===== src/rtl/startup_seq_regs.vh =====
`ifndef STARTUP_SEQ_REGS_VH
`define STARTUP_SEQ_REGS_VH
// register byte addresses
`define CTRL_ADDR 32'h00
`define STAT_ADDR 32'h04
`define RFR_ADDR 32'h08
// control register fields
`define CTRL_SWEN_BIT 0
`define CTRL_RESET 32'h00000001
// status register fields
`define STAT_STATE_LSB 0
`define STAT_DONE_BIT 4
`define STAT_EXTREF_BIT 5
`define STAT_OCEN_BIT 6
`define STAT_HOLD_BIT 7
// timing
`define CLK_PERIOD_NS 8
`define BLANK_NS 120
`define BLANK_CYC ((`BLANK_NS + `CLK_PERIOD_NS - 1) / `CLK_PERIOD_NS)
`define FILT_CYC ((`BLANK_NS + `CLK_PERIOD_NS - 1) / `CLK_PERIOD_NS)
`define FULL_DUTY_CYCLES 64
`define HOLD_PULSES 2
// axi response codes
`define RESP_OKAY 2'b00
`define RESP_SLVERR 2'b10
`endif


===== src/rtl/buck_startup_fault_sequencer.v =====
// Summary of operation
// - enable low disables the converter
// - shutdown discharges soft-start, drives both low
// - charge source only after both supplies good
// - reference ramp starts above soft-start 1V
// - init: both gate drives held off
// - keep charging soft-start up to 4V
// - internal reference ramps over 1V..3V window
// - external reference ramps from 1V onward
// - drivers held until two pwm pulses seen
// - low-side switch turns on first
// - done output asserted at 4V
// - done cleared on disable, reset, overcurrent
// - 64 full-duty cycles force low-side refresh
// - overcurrent detection enabled with drivers
// - 120ns blanking with a 120ns filter running in parallel
// - fault disables drives, discharges soft-start
// - fault at 4V discharges immediately
// - fault during soft-start waits for 4V
// - restart at 0V, repeat as hiccup
// - reference select sampled at enable
`include "startup_seq_regs.vh"
`default_nettype none
module buck_startup_fault_sequencer #(
   parameter HOLD_PULSES = `HOLD_PULSES,
   parameter FULL_DUTY_CYCLES = `FULL_DUTY_CYCLES
) (
   // clock and reset
   input wire aclk,
   input wire aresetn,
   // axi4-lite write address
   input wire [31:0] s_axi_awaddr,
   input wire s_axi_awvalid,
   output wire s_axi_awready,
   // axi4-lite write data
   input wire [31:0] s_axi_wdata,
   input wire [3:0] s_axi_wstrb,
   input wire s_axi_wvalid,
   output wire s_axi_wready,
   // axi4-lite write response
   output wire [1:0] s_axi_bresp,
   output wire s_axi_bvalid,
   input wire s_axi_bready,
   // axi4-lite read address
   input wire [31:0] s_axi_araddr,
   input wire s_axi_arvalid,
   output wire s_axi_arready,
   // axi4-lite read data
   output wire [31:0] s_axi_rdata,
   output wire [1:0] s_axi_rresp,
   output wire s_axi_rvalid,
   input wire s_axi_rready,
   // comparator flags, already synchronous to aclk
   input wire enable_in,
   input wire vcc_good,
   input wire driver_supply_good,
   input wire ss_above_1v,
   input wire ss_above_3v,
   input wire ss_above_4v,
   input wire ss_near_0v,
   input wire external_reference_low,
   input wire overcurrent_cmp,
   // modulator interface
   input wire pwm_in,
   input wire cycle_start,
   // drive and analog control outputs
   output wire high_side_drive,
   output wire low_side_drive,
   output wire drivers_hold,
   output wire ss_charge_en,
   output wire ss_discharge_en,
   output wire ref_ramp_en,
   output wire ref_internal_window,
   output wire ref_use_external,
   output wire overcurrent_fault,
   // open-drain done pin
   output wire softstart_complete_o,
   output wire softstart_complete_oe
);

   // sequencer states
   localparam ST_OFF = 3'd0;
   localparam ST_CHARGE = 3'd1;
   localparam ST_RUN = 3'd2;
   localparam ST_FAULT_WAIT = 3'd3;
   localparam ST_DISCHARGE = 3'd4;
   localparam integer BLANK_INT = `BLANK_CYC;
   localparam integer FILT_INT = `FILT_CYC;
   localparam [5:0] BLANK_CYC = BLANK_INT[5:0]; // counters are only 6 bits wide
   localparam [5:0] FILT_CYC = FILT_INT[5:0];

   // axi state
   reg aw_got_ff, w_got_ff, bvalid_ff, rvalid_ff;
   reg [31:0] awaddr_ff, wdata_ff, rdata_ff;
   reg [3:0] wstrb_ff;
   reg [1:0] bresp_ff, rresp_ff;
   reg swen_ff; // software enable, gated with the pin
   reg [15:0] refresh_cnt_ff; // counts bootstrap refreshes

   // sequencer state
   reg [2:0] state_ff, nxt_state;
   reg done_ff; // done flag behind the open-drain pin
   reg extref_ff; // reference choice latched at enable
   reg hold_ff; // drivers tri-stated
   reg [1:0] pulse_cnt_ff; // pwm pulses seen in hold
   reg pwm_d_ff;
   reg first_low_ff; // low side forced on after release
   reg [6:0] full_cnt_ff; // consecutive full-duty cycles
   reg refresh_ff; // low-side refresh half cycle
   reg cyc_pwm_low_ff; // pwm went low during this cycle
   reg [11:0] per_cnt_ff; // clocks since the last cycle start
   reg [11:0] per_len_ff; // length of the last switching period
   reg [5:0] blank_cnt_ff, filt_cnt_ff;
   reg hs_d_ff;
   reg oc_fault_ff;

   wire en = enable_in & swen_ff;
   wire supplies_ok = vcc_good & driver_supply_good;
   wire active = (state_ff == ST_CHARGE) || (state_ff == ST_RUN);
   wire pwm_rise = pwm_in & ~pwm_d_ff;
   wire oc_detect;

   // axi write path: address and data taken in either order
   assign s_axi_awready = ~aw_got_ff & ~bvalid_ff;
   assign s_axi_wready = ~w_got_ff & ~bvalid_ff;
   assign s_axi_bvalid = bvalid_ff;
   assign s_axi_bresp = bresp_ff;
   assign s_axi_arready = ~rvalid_ff;
   assign s_axi_rvalid = rvalid_ff;
   assign s_axi_rdata = rdata_ff;
   assign s_axi_rresp = rresp_ff;

   // write channel registers, response once both halves are in
   always @(posedge aclk) begin
      if (!aresetn) begin
         aw_got_ff <= 1'b0;
         w_got_ff <= 1'b0;
         bvalid_ff <= 1'b0;
         awaddr_ff <= 32'h0;
         wdata_ff <= 32'h0;
         wstrb_ff <= 4'h0;
         bresp_ff <= `RESP_OKAY;
         swen_ff <= 1'b1;
      end else begin
         if (s_axi_awvalid && s_axi_awready) begin
            aw_got_ff <= 1'b1;
            awaddr_ff <= s_axi_awaddr;
         end
         if (s_axi_wvalid && s_axi_wready) begin
            w_got_ff <= 1'b1;
            wdata_ff <= s_axi_wdata;
            wstrb_ff <= s_axi_wstrb;
         end
         if (aw_got_ff && w_got_ff && !bvalid_ff) begin
            // commit: only the control word is writable
            aw_got_ff <= 1'b0;
            w_got_ff <= 1'b0;
            bvalid_ff <= 1'b1;
            // full-word decode, the same as the read side
            if (awaddr_ff == `CTRL_ADDR) begin
               bresp_ff <= `RESP_OKAY;
               if (wstrb_ff[0]) begin
                  swen_ff <= wdata_ff[`CTRL_SWEN_BIT];
               end
            end else if (awaddr_ff == `STAT_ADDR) begin
               bresp_ff <= `RESP_OKAY; // read-only, write ignored
            end else if (awaddr_ff == `RFR_ADDR) begin
               bresp_ff <= `RESP_OKAY;
            end else begin
               bresp_ff <= `RESP_SLVERR;
            end
         end else if (bvalid_ff && s_axi_bready) begin
            bvalid_ff <= 1'b0;
         end
      end
   end

   // read channel: one cycle from address to data
   always @(posedge aclk) begin
      if (!aresetn) begin
         rvalid_ff <= 1'b0;
         rdata_ff <= 32'h0;
         rresp_ff <= `RESP_OKAY;
      end else if (s_axi_arvalid && s_axi_arready) begin
         rvalid_ff <= 1'b1;
         rresp_ff <= `RESP_OKAY;
         rdata_ff <= 32'h0;
         if (s_axi_araddr == `CTRL_ADDR) begin
            rdata_ff[`CTRL_SWEN_BIT] <= swen_ff;
         end else if (s_axi_araddr == `STAT_ADDR) begin
            rdata_ff[`STAT_STATE_LSB +: 3] <= state_ff;
            rdata_ff[`STAT_DONE_BIT] <= done_ff;
            rdata_ff[`STAT_EXTREF_BIT] <= extref_ff;
            rdata_ff[`STAT_OCEN_BIT] <= active & ~hold_ff;
            rdata_ff[`STAT_HOLD_BIT] <= hold_ff;
         end else if (s_axi_araddr == `RFR_ADDR) begin
            rdata_ff[15:0] <= refresh_cnt_ff;
         end else begin
            rresp_ff <= `RESP_SLVERR; // unmapped
         end
      end else if (rvalid_ff && s_axi_rready) begin
         rvalid_ff <= 1'b0;
      end
   end

   // next-state logic of the start-up and hiccup sequencer
   always @* begin
      nxt_state = state_ff;
      case (state_ff)
         ST_OFF: begin
            if (en && supplies_ok) begin
               nxt_state = ST_CHARGE;
            end
         end
         ST_CHARGE: begin
            if (oc_detect) begin
               // fault mid ramp: keep charging until 4V first
               nxt_state = ss_above_4v ? ST_DISCHARGE : ST_FAULT_WAIT;
            end else if (ss_above_4v) begin
               nxt_state = ST_RUN;
            end
         end
         ST_RUN: begin
            if (oc_detect) begin
               nxt_state = ST_DISCHARGE;
            end
         end
         ST_FAULT_WAIT: begin
            if (ss_above_4v) begin
               nxt_state = ST_DISCHARGE;
            end
         end
         ST_DISCHARGE: begin
            if (ss_near_0v) begin
               nxt_state = ST_CHARGE;
            end
         end
         default: nxt_state = ST_OFF;
      endcase
      // disable or supply loss always wins
      if (!en || !supplies_ok) begin
         nxt_state = ST_OFF;
      end
   end

   // sequencer, hold-off, done flag and reference choice
   always @(posedge aclk) begin
      if (!aresetn) begin
         state_ff <= ST_OFF;
         done_ff <= 1'b0;
         extref_ff <= 1'b0;
         hold_ff <= 1'b1;
         pulse_cnt_ff <= 2'd0;
         pwm_d_ff <= 1'b0;
         first_low_ff <= 1'b0;
      end else begin
         state_ff <= nxt_state;
         pwm_d_ff <= pwm_in;
         // latch the reference choice at the enable edge
         if (state_ff == ST_OFF && nxt_state == ST_CHARGE) begin
            extref_ff <= external_reference_low;
         end
         // done: set at 4V while running, cleared on any stop
         if (nxt_state == ST_OFF || oc_detect || state_ff == ST_FAULT_WAIT ||
             state_ff == ST_DISCHARGE) begin
            done_ff <= 1'b0;
         end else if (active && ss_above_4v) begin
            done_ff <= 1'b1;
         end
         // each new soft-start re-arms the hold-off
         if (nxt_state != ST_CHARGE && nxt_state != ST_RUN) begin
            hold_ff <= 1'b1;
            pulse_cnt_ff <= 2'd0;
            first_low_ff <= 1'b0;
         end else if (hold_ff && pwm_rise) begin
            if (pulse_cnt_ff == HOLD_PULSES - 1) begin
               hold_ff <= 1'b0;
               first_low_ff <= 1'b1;
            end
            pulse_cnt_ff <= pulse_cnt_ff + 2'd1;
         end else if (first_low_ff && cycle_start) begin
            first_low_ff <= 1'b0; // bootstrap got one full cycle
         end
      end
   end

   // period measure, so a refresh can end half way through a cycle
   // limitation: periods beyond 4095 clocks alias and end the refresh early
   always @(posedge aclk) begin
      if (!aresetn) begin
         per_cnt_ff <= 12'h0;
         per_len_ff <= 12'h0;
      end else if (cycle_start) begin
         per_cnt_ff <= 12'h1;
         per_len_ff <= per_cnt_ff;
      end else begin
         per_cnt_ff <= per_cnt_ff + 12'h1;
      end
   end

   // full-duty watch: a cycle with pwm never low counts
   always @(posedge aclk) begin
      if (!aresetn) begin
         full_cnt_ff <= 7'd0;
         refresh_ff <= 1'b0;
         cyc_pwm_low_ff <= 1'b0;
         refresh_cnt_ff <= 16'h0;
      end else if (!active || hold_ff) begin
         full_cnt_ff <= 7'd0;
         refresh_ff <= 1'b0;
         cyc_pwm_low_ff <= 1'b0;
      end else if (cycle_start) begin
         cyc_pwm_low_ff <= ~pwm_in;
         if (cyc_pwm_low_ff) begin
            full_cnt_ff <= 7'd0;
            refresh_ff <= 1'b0;
         end else if (full_cnt_ff == FULL_DUTY_CYCLES - 1) begin
            // refresh starts here; it ends half a period on, or at a pwm fall
            full_cnt_ff <= 7'd0;
            refresh_ff <= 1'b1;
            refresh_cnt_ff <= refresh_cnt_ff + 16'h1;
         end else begin
            full_cnt_ff <= full_cnt_ff + 7'd1;
            refresh_ff <= 1'b0;
         end
      end else begin
         if (!pwm_in) begin
            cyc_pwm_low_ff <= 1'b1;
         end
         // at true full duty pwm never falls, so the half period ends it
         if (refresh_ff && (!pwm_in || per_cnt_ff == per_len_ff[11:1])) begin
            refresh_ff <= 1'b0;
         end
      end
   end

   // overcurrent: blank after high-side turn-on, filter counting alongside
   always @(posedge aclk) begin
      if (!aresetn) begin
         hs_d_ff <= 1'b0;
         blank_cnt_ff <= 6'd0;
         filt_cnt_ff <= 6'd0;
         oc_fault_ff <= 1'b0;
      end else begin
         hs_d_ff <= high_side_drive;
         if (high_side_drive && !hs_d_ff) begin
            blank_cnt_ff <= BLANK_CYC;
         end else if (blank_cnt_ff != 6'd0) begin
            blank_cnt_ff <= blank_cnt_ff - 6'd1;
         end
         // filter runs in parallel with the blanking window
         if (!overcurrent_cmp || !high_side_drive) begin
            filt_cnt_ff <= 6'd0;
         end else if (filt_cnt_ff != FILT_CYC) begin
            filt_cnt_ff <= filt_cnt_ff + 6'd1;
         end
         oc_fault_ff <= oc_detect | (oc_fault_ff & state_ff != ST_CHARGE & nxt_state != ST_OFF);
      end
   end

   // detection only armed once drivers are released
   assign oc_detect = active && !hold_ff && blank_cnt_ff == 6'd0 &&
                      filt_cnt_ff == FILT_CYC;

   // drives: off in shutdown, hold and fault; low side leads
   wire drive_ok = active & ~hold_ff;
   assign high_side_drive = drive_ok & pwm_in & ~first_low_ff & ~refresh_ff;
   assign low_side_drive = drive_ok & (~pwm_in | first_low_ff | refresh_ff);
   assign drivers_hold = ~drive_ok;
   // soft-start current control
   assign ss_charge_en = state_ff == ST_CHARGE || state_ff == ST_RUN ||
                         state_ff == ST_FAULT_WAIT;
   assign ss_discharge_en = state_ff == ST_OFF || state_ff == ST_DISCHARGE;
   // reference ramp window
   assign ref_ramp_en = active & ss_above_1v;
   assign ref_internal_window = active & ~extref_ff & ss_above_1v & ~ss_above_3v;
   assign ref_use_external = extref_ff;
   assign overcurrent_fault = oc_fault_ff;
   // open drain: pull low unless done
   assign softstart_complete_o = 1'b0;
   assign softstart_complete_oe = ~done_ff;

endmodule
`default_nettype wire


===== config.mk =====
export PLATFORM = sky130hd
export DESIGN_NAME = buck_startup_fault_sequencer
export DESIGN_NICKNAME = d
export VERILOG_FILES = /design/src/rtl/buck_startup_fault_sequencer.v
export VERILOG_INCLUDE_DIRS = /design/src /design/src/rtl
export SDC_FILE = /design/constraint.sdc
export NUM_CORES = 1
export LEC_CHECK = 0
export ABC_CLOCK_PERIOD_IN_PS = 2130
export CAP_MARGIN = 0
export CORE_MARGIN = 8
export CORE_UTILIZATION = 59
export CTS_CLUSTER_SIZE = 24
export DETAILED_ROUTE_END_ITERATION = 10
export DONT_BUFFER_PORTS = 1
export HOLD_SLACK_MARGIN = 0.03
export PLACE_DENSITY_LB_ADDON = 0.25
export SKIP_CTS_REPAIR_TIMING = 1
export SLEW_MARGIN = 20
export SYNTH_ARGS = -nofsm -noshare
export SYNTH_HDL_FRONTEND = slang
export SYNTH_SLANG_ARGS = --single-unit

===== constraint.sdc =====
create_clock -name aclk -period 2.13 [get_ports aclk]
set_input_delay 0.1065 -clock aclk [delete_from_list [all_inputs] [get_ports aclk]]
set_output_delay 0.1065 -clock aclk [all_outputs]
set_load 0.005 [all_outputs]

==> flow_summary_export.csv <==
group,metric,value,unit
final_layout,fin_nets,846,
grt,grt_max_degree,73,
timing,fin_setup_tns,0,ns
detailed_routing,top_layer,"met4",
logic_synthesis,avgSynthCellArea,8.432,sq um
worst_setup_path,cp.arrival,2.38,ns
grt,grt_pass1_vias,4420,
grt,grt_overflow,0,
worst_hold_path,min_from,"pwm_in",
timing,setup_viol,0,
worst_setup_path,critical_path_class,"register to register",
clock_network,insertion_delay,0.53,ns
worst_setup_path,regToRegSetupSlack,0.14,ns
logic_synthesis,yosysTopAreaCellShare,0.4537,
clock_network,cts_buffer_depth,2,
detailed_routing,first_pass_iters,5,
worst_setup_path,path_max_fanout,7,
final_layout,diodes,0,
timing,hold_ws,-0.02610,ns
final_layout,fin_util,0.7230,
logic_synthesis,synthTopCellsByArea,"dfxtp_1, nand2_1, nor2_1, a21oi_1, xor2_1",
timing,skew,0.01131,ns
clock_network,cts.sinks,129,
timing,timing.fmax,503.6,MHz
worst_setup_path,setup.worst_path.start,"full_cnt_ff[0]",
timing,final_max_slew_viol_count,0,
worst_setup_path,worstPathRequired,2.53,ns
timing,worst_pin_slew,1.057,ns
detailed_routing,wl_per_cell,16.42,um
logic_synthesis,yosysTopAreaCell,"dfxtp_1",
place,finalWeightedCongestion,0.8728,
floorplanning,pin_count,170,
power,p_per_area,944.9,nW/um^2
clock_network,root_buffer,"clkbuf_8",
floorplanning,fp.dieArea,13050,sq um
power,p_leak,2.638,nW
timing,relSlewSlack,0.2929,
place,post_dp_cell_area,5718,sq um
timing,fin_crit,1.986,ns
worst_hold_path,holdPathStages,5,
floorplanning,initial_core_util,0.5960,
detailed_routing,wl_met1,6027,um
timing,rsz0062_at_grt,"false",
grt,antenna_found_initial,0,
place,dp_hpwl,9230,um
logic_synthesis,yosys_warnings,0,
clock_network,cts_htree_levels,4,
detailed_routing,ant_nets,0,
logic_synthesis,ys_seq_area_frac,0.4537,
final_layout,seqCellArea,2584,sq um
detailed_routing,vias_per_cell,5.722,
detailed_routing,drt_iter0_markers,277,
timing,period_share,0.9322,
final_layout,final_area,6904,sq um
worst_hold_path,hold_end,"hold_ff",
clock_network,clk_pin_slew,0.06,ns
logic_synthesis,ys_ff_latch,129,
place,io_buffer_count,0,
worst_setup_path,path_cells,"ha_2, nand3_4, or4_4, nor4_2, xnor2_1, nor2_1",
clock_network,numCtsBuffers,17,
timing,hold_viol_final,2,
logic_synthesis,synthFlopType,"dfxtp_1",
logic_synthesis,ys_types,53,
worst_setup_path,r2r_cells,6,
floorplanning,fp.dieW,114.2,um
worst_setup_path,r2r_end,"refresh_cnt_ff[13]",
floorplanning,core_area,9549,sq um
final_layout,final_common_cell,"dfxtp_1",
final_layout,area_growth,21.30,%
worst_setup_path,cp_num_buf_inv,0,
detailed_routing,met3_length,934,um
logic_synthesis,synth_area,5692,sq um
worst_hold_path,min_path_type,"input port to register",
status,violations,"hold timing",
final_layout,multi_input_area,2844,sq um
worst_setup_path,end_kind,"register",
logic_synthesis,async_reset_ff_frac,0,
final_layout,final_cell_mix,"dfxtp_1, nand2_1, nor2_1, a21oi_1, dlygate4sd3_1",
detailed_routing,totalWireLength,14240,um
floorplanning,die_y,114.2,um
grt,gr-usage-all-layers,0.2039,
worst_setup_path,reg2reg_from,"full_cnt_ff[0]",
detailed_routing,vias,4961,
power,irDropWorstVdd,0.5708,mV
worst_setup_path,start_kind,"register",
final_layout,drive_gt1_frac,0.08038,
worst_setup_path,cpPeakStageDelay,0.61,ns
status,status,"finished with violations",
final_layout,nFillCells,713,
detailed_routing,route.detailed.drc,0,
worst_setup_path,crit_slowest_cell,"or4_4",
worst_setup_path,crit_family,"simple AND/OR/NAND/NOR gates",
logic_synthesis,synth_edf_count,0,
clock_network,cts_tree,"built",
floorplanning,rows,36,
logic_synthesis,syn_inst,675,
job,maxCapViolations,0,
grt,grt_pass1_wl,21450,um
detailed_routing,routed-wl-met2,6968,um
## where the power goes
| part | switching, W | internal (W) | leakage [nW] |
|---|---|---|---|
| Clock | 0.00107 | 0.00224 | 0.328 |
| Combinational | 0.000355 | 0.000274 | 1.26 |
| Sequential | 0.0000677 | 0.00252 | 1.05 |
| Total | 0.00150 | 0.00503 | 2.64 |
## synth_stat cells, types with 2 or more instances
cell and number:
nand2_1 100, or2_2 2, nor4_1 19, buf_1 3
clkbuf_1 24, nand3_1 18, and3_1 9, buf_4 21
a22o_1 6, ha_1 7, nand2b_1 3, mux2i_1 18
nor3_1 11, or3_1 7, o21ai_0 14, a21oi_1 54
and4_1 3, nor2_1 93, a211oi_1 2, nor3b_1 2
and2_1 7, or4_1 3, a22oi_1 17, xnor2_1 15
nor2b_1 3, inv_2 2, xor2_1 28, dfxtp_1 129
nand4_1 13, inv_1 14, nor4_2 4, a31oi_1 2
nand3b_1 2
## per-layer routing
layer,vias up,GRT usage
met3,27,0.07437
met4,0,0.07720
met1,2384,0.2451
met5,-,0
met2,171,0.3253
li1,2379,-
## how the worst max path moves through the flow
stage | end | depth (start not counted)
floorplan | refresh_cnt_ff[9] | 7
global placement | refresh_cnt_ff[9] | 6
detailed placement | refresh_cnt_ff[9] | 6
CTS | low_side_drive | 4
global route | pulse_cnt_ff[0] | 6
finish | refresh_cnt_ff[13] | 6
## kinds of logic (layout without fill, tap and decap cells)
family | Yosys count | in the layout | synth area share
AND/OR/NAND/NOR | 306 | 306 | 0.2620
buffers and inverters | 66 | 107 | 0.05891
adder cells (fa/ha/maj) | 7 | 7 | 0.01539
other | 1 | 19 | 0.0006589
multiplexers | 18 | 18 | 0.03165
flip-flops | 129 | 129 | 0.4537
AO/OA/AOI/OAI | 105 | 105 | 0.1115
XOR/XNOR | 43 | 43 | 0.06617
## metrics by stage
step	power (W)	cells	worst slack [ns]
2_1_floorplan	0.003088	693	0.2101
3_5_place_dp	0.003154	785	0.1546
5_1_grt	0.006770	867	0.003377
4_1_cts	0.006438	817	0.06963
3_3_place_gp	0.003125	785	0.1799
6_report	0.006524	867	0.1444
## worst reg2reg max path: cells and delay by family, from the launching register on
family,cells,cell delay (ns)
flip-flops,1,0.38
XOR/XNOR,1,0.17
AND/OR/NAND/NOR,4,1.08
adder cells (fa/ha/maj),1,0.23
## sequential cells by signal, summed over array words and instances, names as in the netlist, 2 cells and up
name and flops:
awaddr_ff 32, blank_cnt_ff 6, filt_cnt_ff 6, full_cnt_ff 7
per_cnt_ff 12, per_len_ff 11, pulse_cnt_ff 2, refresh_cnt_ff 16
s_axi_rdata 16, state_ff 3
## layout make-up
type,count,area share
flip-flops and latches,129,0.3742
well taps,133,0.02410
clock buffers,20,0.06597
inverters,16,0.008699
multi-input cells,498,0.4119
clock inverters,12,0.03280
repair buffers,59,0.08228
Power figures use the tool's default switching activity.
